$ cat config.mk
export PLATFORM = sky130hd
export DESIGN_NAME = pll_enable_and_loop_filter_regs
export DESIGN_NICKNAME = d
export VERILOG_FILES = /design/src/rtl/pll_regs_pkg.sv /design/src/rtl/cfg_reg7.sv /design/src/rtl/bus_decode.sv /design/src/rtl/pll_enable_and_loop_filter_regs.sv
export SDC_FILE = /design/constraint.sdc
export NUM_CORES = 1
export LEC_CHECK = 0
export ABC_AREA = 1
export BUFFER_PORTS_ARGS = -buffer_cell sky130_fd_sc_hd__buf_2
export CAP_MARGIN = 25
export CORE_MARGIN = 4
export CORE_UTILIZATION = 30
export DETAILED_ROUTE_END_ITERATION = 16
export GPL_TIMING_DRIVEN = 0
export SLEW_MARGIN = 15
export SYNTH_ARGS = -nofsm -noshare
export SYNTH_HDL_FRONTEND = slang
export SYNTH_SLANG_ARGS = --single-unit
export TNS_END_PERCENT = 100
$ cat constraint.sdc
create_clock -name clk -period 2.15 [get_ports clk]
set_input_delay 0.215 -clock clk [delete_from_list [all_inputs] [get_ports clk]]
set_output_delay 0.215 -clock clk [all_outputs]
set_load 0.01 [all_outputs]
$ cat src/rtl/pll_regs_pkg.sv
// Package with register map, field layout, reset values and carrier types for the loop configuration registers.
`default_nettype none
package pll_regs_pkg;

  localparam int ADDR_W = 8;
  localparam int DATA_W = 32;

  // Register indices; byte address is four times the low six bits of the index.
  localparam logic [7:0] IDX_LOOP_ENABLE = 8'h59;
  localparam logic [7:0] IDX_FILTER_RES = 8'h5a;
  localparam logic [7:0] IDX_FILTER_CAP3 = 8'h5b;
  localparam logic [7:0] IDX_FILTER_CAP1 = 8'h5c;

  // Field positions.
  localparam int UNUSED_BIT = 7;
  localparam int REFDIV_EN_BIT = 4;
  localparam int LOOP_EN_BIT = 1;
  localparam int CODE_MSB = 4;
  localparam int CODE_LSB = 0;

  // Reset values of the stored seven bits.
  localparam logic [6:0] RST_LOOP_ENABLE = 7'h41;
  localparam logic [6:0] RST_FILTER_RES = 7'h2f;
  localparam logic [6:0] RST_FILTER_CAP3 = 7'h27;
  localparam logic [6:0] RST_FILTER_CAP1 = 7'h27;

  // Value returned for an unmapped address.
  localparam logic [31:0] UNMAPPED_DATA = 32'h0000_0000;

  typedef struct packed {
    logic read;
    logic write;
    logic [ADDR_W-1:0] address;
    logic [3:0] byteenable;
    logic [DATA_W-1:0] writedata;
  } bus_req_t;

  typedef struct packed {
    logic loopEnable;
    logic refDividerEnable;
    logic [4:0] filterResistorCode;
    logic [4:0] filterCapThreeCode;
    logic [4:0] filterCapOneCode;
  } loop_ctrl_t;

endpackage : pll_regs_pkg
`default_nettype wire

$ cat src/rtl/cfg_reg7.sv
// Seven-bit configuration register with reset default and byte write.
`timescale 1ns/1ps
`default_nettype none
module cfg_reg7 #(
  parameter logic [6:0] RESET_VALUE = 7'h00
) (
  input wire logic clk,
  input wire logic rstn,
  input wire logic wrEn,
  input wire logic [6:0] wrData,
  output logic [6:0] value
);

  logic [6:0] value_reg;

  always_ff @(posedge clk) begin
    if (!rstn) begin
      value_reg <= RESET_VALUE;
    end else if (wrEn) begin
      value_reg <= wrData;
    end
  end

  assign value = value_reg;

endmodule : cfg_reg7
`default_nettype wire

$ cat src/rtl/bus_decode.sv
// Address decoder turning a word-aligned byte address into one-hot register selects.
`timescale 1ns/1ps
`default_nettype none
module bus_decode (
  input wire logic [7:0] address,
  output logic [3:0] select,
  output logic hit
);

  always_comb begin
    select = 4'h0;
    if (address[1:0] == 2'h0) begin
      case (address[7:2])
        pll_regs_pkg::IDX_LOOP_ENABLE[5:0]: select = 4'h1;
        pll_regs_pkg::IDX_FILTER_RES[5:0]: select = 4'h2;
        pll_regs_pkg::IDX_FILTER_CAP3[5:0]: select = 4'h4;
        pll_regs_pkg::IDX_FILTER_CAP1[5:0]: select = 4'h8;
        default: select = 4'h0;
      endcase
    end
  end

  assign hit = |select;

endmodule : bus_decode
`default_nettype wire

$ cat src/rtl/pll_enable_and_loop_filter_regs.sv
// Avalon-MM register bank for the clock synthesis loop enables and loop filter codes.
//
// Functional notes
// - Bit 7 of every register ignores writes and always reads zero.
// - Enable register bit 4 applies reference divider; clear bypasses it, resets clear.
// - Enable register bit 1 is the loop master enable, resets clear.
// - Third capacitor code in bits 4-0, resets to 00111, linear scale.
// - First capacitor code in bits 4-0, resets to 00111, linear scale.
// - Resistor code in bits 4-0 resets 01111, reserved bits reset 01.
`timescale 1ns/1ps
`default_nettype none
module pll_enable_and_loop_filter_regs (
  input wire logic clk,
  input wire logic rstn,
  input wire logic [7:0] address,
  input wire logic read,
  input wire logic write,
  input wire logic [3:0] byteenable,
  input wire logic [31:0] writedata,
  output logic [31:0] readdata,
  output logic waitrequest,
  output logic [1:0] response,
  output pll_regs_pkg::loop_ctrl_t loopCtrl
);

  typedef enum logic [1:0] {
    IDLE = 2'b00,
    DONE = 2'b01
  } bus_state_t;

  bus_state_t state_reg;
  bus_state_t state_next;
  pll_regs_pkg::bus_req_t req;
  logic [3:0] select;
  logic hit;
  logic [3:0] wrEn;
  logic [6:0] enableVal;
  logic [6:0] resVal;
  logic [6:0] cap3Val;
  logic [6:0] cap1Val;
  logic [31:0] readdata_reg;
  logic [31:0] readdata_next;
  logic [1:0] response_reg;
  logic [1:0] response_next;

  // Zero-extend a stored seven-bit value; the top byte bit stays zero.
  function automatic logic [31:0] read_word(input logic [6:0] stored);
    read_word = {25'h0000000, stored};
  endfunction : read_word

  assign req = '{read: read, write: write, address: address, byteenable: byteenable, writedata: writedata};

  bus_decode decode (
    .address(req.address),
    .select(select),
    .hit(hit)
  );

  // Every access takes one wait cycle so read data always come from a flop.
  always_comb begin
    state_next = state_reg;
    case (state_reg)
      IDLE: begin
        if (req.read || req.write) begin
          state_next = DONE;
        end
      end
      DONE: state_next = IDLE;
      default: state_next = IDLE;
    endcase
  end

  always_ff @(posedge clk) begin
    if (!rstn) begin
      state_reg <= IDLE;
    end else begin
      state_reg <= state_next;
    end
  end

  assign waitrequest = (req.read || req.write) && (state_reg != DONE);

  // Writes commit at the edge ending the wait cycle, one cycle before the accepting edge, so the loop sees new codes as waitrequest falls.
  always_comb begin
    wrEn = 4'h0;
    if ((state_reg == IDLE) && req.write && req.byteenable[0]) begin
      wrEn = select;
    end
  end

  cfg_reg7 #(.RESET_VALUE(pll_regs_pkg::RST_LOOP_ENABLE)) enableReg (
    .clk(clk),
    .rstn(rstn),
    .wrEn(wrEn[0]),
    .wrData(req.writedata[6:0]),
    .value(enableVal)
  );

  cfg_reg7 #(.RESET_VALUE(pll_regs_pkg::RST_FILTER_RES)) resReg (
    .clk(clk),
    .rstn(rstn),
    .wrEn(wrEn[1]),
    .wrData(req.writedata[6:0]),
    .value(resVal)
  );

  cfg_reg7 #(.RESET_VALUE(pll_regs_pkg::RST_FILTER_CAP3)) cap3Reg (
    .clk(clk),
    .rstn(rstn),
    .wrEn(wrEn[2]),
    .wrData(req.writedata[6:0]),
    .value(cap3Val)
  );

  cfg_reg7 #(.RESET_VALUE(pll_regs_pkg::RST_FILTER_CAP1)) cap1Reg (
    .clk(clk),
    .rstn(rstn),
    .wrEn(wrEn[3]),
    .wrData(req.writedata[6:0]),
    .value(cap1Val)
  );

  // Factory bits are stored as written; the block trusts software to keep the defaults.
  always_comb begin
    readdata_next = readdata_reg;
    response_next = response_reg;
    if ((state_reg == IDLE) && (req.read || req.write)) begin
      response_next = hit ? 2'h0 : 2'h3;
      readdata_next = pll_regs_pkg::UNMAPPED_DATA;
      if (req.read) begin
        case (select)
          4'h1: readdata_next = read_word(enableVal);
          4'h2: readdata_next = read_word(resVal);
          4'h4: readdata_next = read_word(cap3Val);
          4'h8: readdata_next = read_word(cap1Val);
          default: readdata_next = pll_regs_pkg::UNMAPPED_DATA;
        endcase
      end
    end
  end

  always_ff @(posedge clk) begin
    if (!rstn) begin
      readdata_reg <= 32'h0000_0000;
      response_reg <= 2'h0;
    end else begin
      readdata_reg <= readdata_next;
      response_reg <= response_next;
    end
  end

  assign readdata = readdata_reg;
  assign response = response_reg;

  // Outputs come straight from the stored registers, so they are glitch-free levels.
  // One assignment drives the whole struct so the output variable has a single driver.
  assign loopCtrl = '{
    loopEnable: enableVal[pll_regs_pkg::LOOP_EN_BIT],
    refDividerEnable: enableVal[pll_regs_pkg::REFDIV_EN_BIT],
    filterResistorCode: resVal[pll_regs_pkg::CODE_MSB:pll_regs_pkg::CODE_LSB],
    filterCapThreeCode: cap3Val[pll_regs_pkg::CODE_MSB:pll_regs_pkg::CODE_LSB],
    filterCapOneCode: cap1Val[pll_regs_pkg::CODE_MSB:pll_regs_pkg::CODE_LSB]
  };

endmodule : pll_enable_and_loop_filter_regs
`default_nettype wire

* After elaboration in Yosys (flattened, before gate mapping)
Index checks and enable logic that the tools add are counted.
** Storage, ports and cells
- Bits of input ports :: 48
- Output and inout bits :: 52
- Bits in registers :: 63
** Cells by class
- Multiplexer cells :: 6
- Bitwise gates (word level) :: 1
- Reduce and logical (&&, ||, !) cells :: 9
- Eq/ne operators :: 8
** Operators by type and width (number)
- $pmux W7 S4 :: 1
- $eq A6 B5 Y1 const B :: 4
- $pmux W4 S4 :: 1
- $mux W4 :: 2
- $mux W7 :: 1
- $eq A4 B1 Y1 const B :: 1
- $eq A4 B2 Y1 const B :: 1
- $eq A4 B3 Y1 const B :: 1
- $eq A4 B4 Y1 const B :: 1
- $logic_and A1 B1 Y1 :: 4
- $logic_not A2 Y1 :: 2
- $reduce_or A4 Y1 :: 1
- $mux W2 :: 1
- $reduce_and A2 Y1 :: 1
- $logic_or A1 B1 Y1 :: 1
- $not A1 Y1 :: 1

* Logic depth before layout (Yosys ltp)
Gate-level depths: netlist of the first run.
- Depth in word-level cells :: 6
- Depth in mapped cells :: 8
- Depth with buffers taken out :: 8

* Modules after synthesis
From an unflattened synthesis of the first run, not the netlist that was laid out.
** Unflattened totals
- Cell total of the unflattened synthesis :: 298
- Area total of the unflattened synthesis :: 2065.7 um^2
** Modules (own cells, without submodules)
- pll_enable_and_loop_filter_regs :: area an instance 845.8 um^2, cells an instance 125, sequential area each 180.2 um^2, times used 1
- cfg_reg7 (cap1Reg ...) :: area an instance 276.5 um^2, cells an instance 36, sequential area each 140.1 um^2, times used 2
- cfg_reg7 (enableReg) :: area an instance 274.0 um^2, cells an instance 40, sequential area each 140.1 um^2, times used 1
- cfg_reg7 (resReg) :: area an instance 260.2 um^2, cells an instance 34, sequential area each 140.1 um^2, times used 1
- bus_decode :: area an instance 132.6 um^2, cells an instance 27, sequential area each 0.0 um^2, times used 1

* Worst setup path before layout of the first run
Ideal clock, no wire load.
- Path kind :: register to register
- From :: register state_reg[0]
- To :: register cap1Reg.value_reg[1], in the netlist cap1Reg.value[1]
- Arrival time :: 1.019 ns
- Period minus slack after synthesis :: 1.159 ns
- Buffers on the path :: 1
- Path slack :: 0.991 ns
- Cell stages (with the launch flop) :: 8
- Cells stage by stage :: dfxtp_1 inv_1 nand3_4 inv_2 nand3_2 buf_6 nand2_1 o211ai_1
** Between the ends
- Word-level cells in the longest chain between the ends :: 4
** Ends and longest elaborated chain
- start: declaration :: RTL line pll_enable_and_loop_filter_regs.sv:31 : bus_state_t state_reg;
- start signal: assignment :: RTL line pll_enable_and_loop_filter_regs.sv:77 : state_reg <= state_next;
- $logic_not A2 Y1 :: RTL line pll_enable_and_loop_filter_regs.sv:86 : if ((state_reg == IDLE) && req.write && req.byteenable[0]) begin
- $logic_and A1 B1 Y1 (2 in series) :: RTL line pll_enable_and_loop_filter_regs.sv:86
- $mux W4 :: RTL line pll_enable_and_loop_filter_regs.sv:86
- end signal: assignment :: RTL line cfg_reg7.sv:20 : value_reg <= wrData;
- end: declaration :: RTL line cfg_reg7.sv:14 : logic [6:0] value_reg;
Every way passes these cells.
A chain may end at the register's enable or synchronous reset.

* Final worst setup path of the first run
- From :: register state_reg[0]
- To :: output waitrequest
** Between the ends
- Word-level cells in the longest chain between the ends :: 2
** Ends and longest elaborated chain
- $not A1 Y1
- $logic_and A1 B1 Y1 :: RTL line pll_enable_and_loop_filter_regs.sv:81 : assign waitrequest = (req.read || req.write) && (state_reg != DONE);
- end: declaration :: RTL line pll_enable_and_loop_filter_regs.sv:21 : output logic waitrequest,
Every way passes these cells.

==> results of run 1 <==
## area by class of cell
type | count | area share
multi-input combinational | 174 | 0.370
timing repair buffer | 45 | 0.0882
buffer | 50 | 0.146
clock buffer | 7 | 0.0338
inverter | 23 | 0.0343
tap | 77 | 0.0377
sequential | 37 | 0.290
## cells in the final DEF, fill, tap and decap left out, drive strengths merged
master / count
buf: 93
nand2: 49
dfxtp: 37
nand3: 33
conb: 25
o21ai: 22
inv: 21
a21oi: 20
o211ai: 14
nor2: 11
clkbuf: 9
clkinv: 2
## kinds of logic after synthesis
group                  after synthesis
flip-flops                          37
other                                1
AND/OR/NAND/NOR                     93
AO/OA/AOI/OAI                       56
buffers and inverters               73
## worst min-delay path, stage by stage
cell,delay [ps]
buf_2,130
nand2_1,60
nand3_1,70
## through the flow
step / hold WS (ps) / cells
after floorplan: 341 / 284
after global placement: 439 / 406
after detailed placement: 439 / 406
after CTS: 210 / 413
after global routing: 230 / 413
final: 218 / 413
## worst min-delay path by stage
stage	from	to	slack (ps)
after global routing	writedata[3]	resReg.value[3]	230
after floorplan	writedata[3]	resReg.value[3]	340
final	writedata[3]	resReg.value[3]	220
after detailed placement	cap1Reg.value[6]	cap1Reg.value[6]	440
after CTS	writedata[3]	resReg.value[3]	210
after global placement	cap1Reg.value[6]	cap1Reg.value[6]	440
## synthesized netlist by cell type
cell	n	area [um^2]
a21oi_1	20	100
buf_2	1	5.00
buf_4	45	338
buf_6	2	22.5
clkbuf_1	2	7.51
clkinv_1	1	3.75
clkinv_2	1	5.00
conb_1	1	3.75
dfxtp_1	37	741
inv_1	18	67.6
inv_2	3	11.3
nand2_1	44	165
nand2_2	3	18.8
nand2_4	2	22.5
nand3_1	30	150
nand3_2	1	10.0
nand3_4	2	35.0
nor2_1	4	15.0
nor2_4	4	45.0
nor2_8	3	60.1
o211ai_1	12	90.1
o211ai_2	2	25.0
o21ai_0	13	65.1
o21ai_1	8	40.0
o21ai_2	1	8.76
## power by group through the flow
stage | clock, mW | combinational [mW] | sequential [mW]
floorplan | 0 | 0.120 | 0.708
global placement | 0 | 0.161 | 0.707
detailed placement | 0 | 0.164 | 0.707
CTS | 0.499 | 0.164 | 0.691
global route | 0.526 | 0.183 | 0.692
finish | 0.485 | 0.165 | 0.691
## per-layer routing
metal | GRT usage | routed length [um] | up-vias
met5 | 0 | 0 | -
met4 | 0.0389 | 60 | 0
met3 | 0.0383 | 350 | 6
met2 | 0.200 | 2300 | 60
met1 | 0.141 | 2070 | 771
li1 | - | - | 942
==> out/results.ini, run 1 <==
[run_status]
status=completed

[detailed_routing]
vias_per_cell=4.31
drt_iter0_drc=80
first_pass_iters=4
vias=1779
finalWirelength_mm=4.78
detail-route-antenna-nets=0
drc=0
wl_per_cell_um=11.6

[setup_path]
endpoint=waitrequest
cpLargestDelayFamily=buffers and inverters
slowest_stage=dfxtp_1
crit_buf_inv=3
r2r_start=state_reg[0]
cp_max_fo=9
path_cells=inv_1 > o21ai_2 > inv_1 > buf_2
critPathKind=reg -> out
cp-end-kind=output pin
crit_arrival_ps=1130
reg2reg_slack_ps=860
rr_worst_depth=7
worstPathRequired_ps=1930
cp_slowest_stage_delay_ps=330
worst_path_most_repeated_cell=inv_1
cp-startpoint=state_reg[0]
start_kind=flop
path_depth=4
reg2reg_to=cap1Reg.value[2]

[layout]
fillers=679
fin_area_um2=2550
syn2layout_area_growth_pct=24.2
drive_gt1_frac=0.360
antenna_cells=0
seq_area_um2=741
layout.nets=384
multi_input_area_um2=945
final_util=0.393

[clock_tree]
clockBufferDepth=2
cts_tree=built
cts.sink_count=37
clock_tree.root_cell=clkbuf_8
h-tree-depth=2
numCtsBuffers=5
postCtsHoldBufs=0
cts_setup_buffers=0
path_clk_slew_ps=70
clk_latency_ps=290
cts_resized=0

[pwr]
finalPower_mw=1.34
power.share.clock=0.362
p_switching_uw=333
internal_power_mw=1.01
leakage_nw=1.40
power.density_nw_per_um2=525
power_frac_seq=0.516
swShare=0.248
combPwrFrac=0.123
vdd_drop_max_mv=0.211

[yosys]
synthSimpleGateAreaFrac=0.254
yosysWarnings=0
synth_adder_area_share=0
synth-compound-area-share=0.160
synth_mux_area_frac=0
synth.lib_cells_used.distinct=25
syn-cell-area_um2=2060
syn_inst=260
yosys.area_share.xor_xnor=0
synth_top_family_by_area=simple AND/OR/NAND/NOR gates
synth-seq-area-share=0.360
avgSynthCellArea_um2=7.91
ys_seq_elements=37

[die]
coreArea_um2=6490
die_h_um=90.8
io_pins=100
initial_utilization=0.317
die_w_um=90.8
fp.dieArea_um2=8240
rows=29

[sta]
min_period_ps=1340
setup_violations=0
tightest_slew_ps=536
timing.setup.tns_ps=0
fmax_mhz=744
setup_ws_ps=806
slew_headroom=0.643
fin_crit_sh=0.625
hold_viol_final=0
rsz0062_at_grt=false
finalClockSkew_ps=7.03
final_max_slew_viol_count=0

[place]
gp_congestion=0.770
dpl_cell_area_um2=2470
dp_slack_ps=727
dp_hpwl_mm=3.82
portBuffers=45

[grt]
grt_pass1_vias=1683
antenna_found_initial=0
grt.overflow.total=0
grt_use_total=0.118
grt_pass1_wl_mm=7.98
grt_max_degree=11

[hold_path]
hold_depth=3
hp-class=in -> reg

[run]
max-cap-violations=0

Power figures use the tool's default switching activity.
==> run 2, diff against run 1 <==
--- a/config.mk
+++ b/config.mk
@@ -5,7 +5,7 @@
 export SDC_FILE = /design/constraint.sdc
 export NUM_CORES = 1
 export LEC_CHECK = 0
-export ABC_AREA = 1
+export ABC_AREA = 0
 export BUFFER_PORTS_ARGS = -buffer_cell sky130_fd_sc_hd__buf_2
 export CAP_MARGIN = 25
 export CORE_MARGIN = 4
==> constraint.sdc (replaced) <==
create_clock -name clk -period 1.2 [get_ports clk]
set_input_delay 0.12 -clock clk [delete_from_list [all_inputs] [get_ports clk]]
set_output_delay 0.12 -clock clk [all_outputs]
set_load 0.01 [all_outputs]
==> out/results.ini, run 2 <==
[yosys]
syn_inst=212  ; -18%
synth_common_cells=buf_4, dfxtp_1, nand2_1, mux2i_1, nor2_1
synth-compound-area-share=0.106  ; -0.0541
yosys.area_share.xor_xnor=0.00447  ; +0.00447
yosysWarnings=0  ; unchanged
synth_top_family_by_area=buffers and inverters
synth_edf_count=0  ; unchanged
yosysMostFrequentCell=buf_4
synth_top_area_share=0.378  ; +0.0177
synthSimpleGateAreaFrac=0.173  ; -0.0808
synth.lib_cells_used.distinct=30  ; +20%
avgSynthCellArea_um2=9.24  ; +17%
synth_adder_area_share=0  ; unchanged
syn-cell-area_um2=1960  ; -4.7%
synth-seq-area-share=0.378  ; +0.0177
yosysTopAreaCell=dfxtp_1
synth_mux_area_frac=0.137  ; +0.137
async_flop_share=0  ; unchanged
ys_seq_elements=37  ; unchanged
synth_flop_cell=dfxtp_1
synth_area_leaders=dfxtp_1, buf_4, mux2i_1

[clock_tree]
clock_tree.root_cell=clkbuf_8
h-tree-depth=2  ; unchanged
clockBufferDepth=2  ; unchanged
cts.sink_count=37  ; unchanged
postCtsHoldBufs=0  ; unchanged
path_clk_slew_ps=70  ; about the same
cts_tree=built
numCtsBuffers=5  ; unchanged
clk_latency_ps=290  ; about the same

[setup_path]
cp_slowest_stage_delay_ps=340  ; about the same
reg2reg_slack_ps=-120  ; -980 ps
cpLargestDelayFamily=simple AND/OR/NAND/NOR gates
critPathKind=reg -> reg
cp-end-kind=flop
path_cells=nor4b_4 > and4b_1 > buf_6 > mux2i_1
rr_worst_depth=4  ; -3
worstPathRequired_ps=1420  ; -510 ps
crit_arrival_ps=1540  ; +410 ps
r2r_start=state_reg[0]
reg2reg_to=enableReg.value[3]
slowest_stage=dfxtp_2
start_kind=flop
cp_max_fo=7  ; -2
crit_buf_inv=1  ; -2

[layout]
drive_gt1_frac=0.414  ; +0.0534
antenna_cells=0  ; unchanged
final_common_cell=buf_2
mostFrequentLayoutCells=buf_2, buf_4, dfxtp_1
final_util=0.407  ; +0.0135
layout.nets=343  ; -11%
syn2layout_area_growth_pct=31.8
fin_area_um2=2580  ; +1.1%
layoutNonFillerInstCount=372  ; -9.9%

[place]
dp_slack_ps=-373  ; -1100 ps
dp.cells=359  ; -12%
portBuffers=46  ; +2.2%
dpl_cell_area_um2=2390  ; -3.1%
dp_hpwl_mm=3.67  ; -4.0%
gp_congestion=0.792  ; +2.8%

[die]
fp.dieArea_um2=7890  ; -4.3%
die_w_um=88.8  ; -2.2%
initial_utilization=0.309  ; -0.00794
die_h_um=88.8  ; -2.2%
io_pins=100  ; unchanged
rows=29  ; unchanged
coreArea_um2=6350  ; -2.2%

[detailed_routing]
drt_iter0_drc=124  ; +55%
first_pass_iters=5  ; +1
finalWirelength_mm=4.85  ; +1.6%
vias_per_cell=4.44  ; +3.0%
vias=1650  ; -7.3%
wl_per_cell_um=13.0  ; +13%
detail-route-antenna-nets=0  ; unchanged
drc=0  ; unchanged

[grt]
grt_pass1_vias=1533  ; -8.9%
grt.overflow.total=0  ; unchanged
grt_use_total=0.130  ; +0.0118
antenna_found_initial=0  ; unchanged
grt_pass1_wl_mm=7.76  ; -2.8%
grt_max_degree=11  ; unchanged

[sta]
fin_crit_sh=1.10
worst_hold_slack_ps=89.2  ; -129 ps
setup_ws_ps=-122  ; -928 ps
fmax_mhz=756
setup_violations=32  ; +32
slew_headroom=0.627  ; -0.0157
rsz0062_at_grt=true
timing.setup.tns_ps=-2490  ; -2490 ps
final_max_slew_viol_count=0  ; unchanged
min_period_ps=1320
finalClockSkew_ps=1.25  ; -5.78 ps
hold_viol_final=0  ; unchanged
tightest_slew_ps=559  ; +23.6 ps

[run]
max-cap-violations=0  ; unchanged

[hold_path]
hold_end=enableReg.value[2]
hp-class=in -> reg
hold_depth=3  ; unchanged
hold_start=writedata[2]

[pwr]
leakage_nw=1.22  ; -13%
finalPower_mw=2.45  ; +83%
vdd_drop_max_mv=0.596  ; +180%
power.density_nw_per_um2=948  ; +81%

[run_status]
status=finished with violations
violations=negative setup slack

[run 2: cell types whose count changed in the layout (fill, tap and decap cells not counted), sizes merged, moves of 8 or more]
cell,before,now
nand3,33,7
nand4,0,9
a21oi,20,0
o31a,0,8
buf,93,102
mux2i,0,19
o211ai,14,0
nand2,49,20
inv,21,2
o21ai,22,9
[run 2: repair_timing]
| item | 4_1_cts | 5_1_grt |
|---|---|---|
| gates resized for setup | 17 | 3 |
| buffers inserted | 6 | 0 |
| pin swaps | 8 | 8 |
| endpoints found under the hold margin | 0 | 0 |
| setup endpoints to repair | 32 | 36 |
[run 2: worst max-delay path by stage]
stage	startpoint	to	slack [ps]	cells past startpoint
after floorplan	address[0]	cap3Reg.value[0]	6	4
after global placement	address[0]	cap3Reg.value[0]	-360	5
after detailed placement	address[0]	cap3Reg.value[0]	-370	5
after CTS	state_reg[0]	enableReg.value[0]	-130	4
after global routing	state_reg[0]	enableReg.value[4]	-230	4
final	state_reg[0]	enableReg.value[3]	-120	4
[run 2: final cells by class]
cell class	instances	area (um^2)
multi-input cells	140	953
flip-flops and latches	37	747
repair buffers	52	283
plain buffers	56	405
clock buffers	7	86.3
inverters	3	11.3
fillers	651	3770
well taps	77	96.3
[run 2: power by group]
part           switching [mW]  internal, mW  leakage [nW]
Combinational           0.182         0.146         0.874
Clock                   0.425         0.456        0.0443
Sequential            0.00578          1.23         0.298
Total                   0.613          1.84          1.22
[run 2: cells by family after synthesis]
group	Yosys count
other	1
flip-flops	37
XOR/XNOR	1
AND/OR/NAND/NOR	61
AO/OA/AOI/OAI	27
multiplexers	26
buffers and inverters	59
[run 2: per-layer routing]
layer	global-route usage	part of all wire	vias up	wire, um
met2	0.197	0.44	53	2150
met5	0	0	-	0
li1	-	-	855	-
met1	0.180	0.47	736	2270
met3	0.0400	0.078	6	380
met4	0.0330	0.0095	0	46
[run 2: tightest hold or removal path, stage by stage]
cell     delay, ps
buf_2          110
nand2_1         50
mux2i_1         50
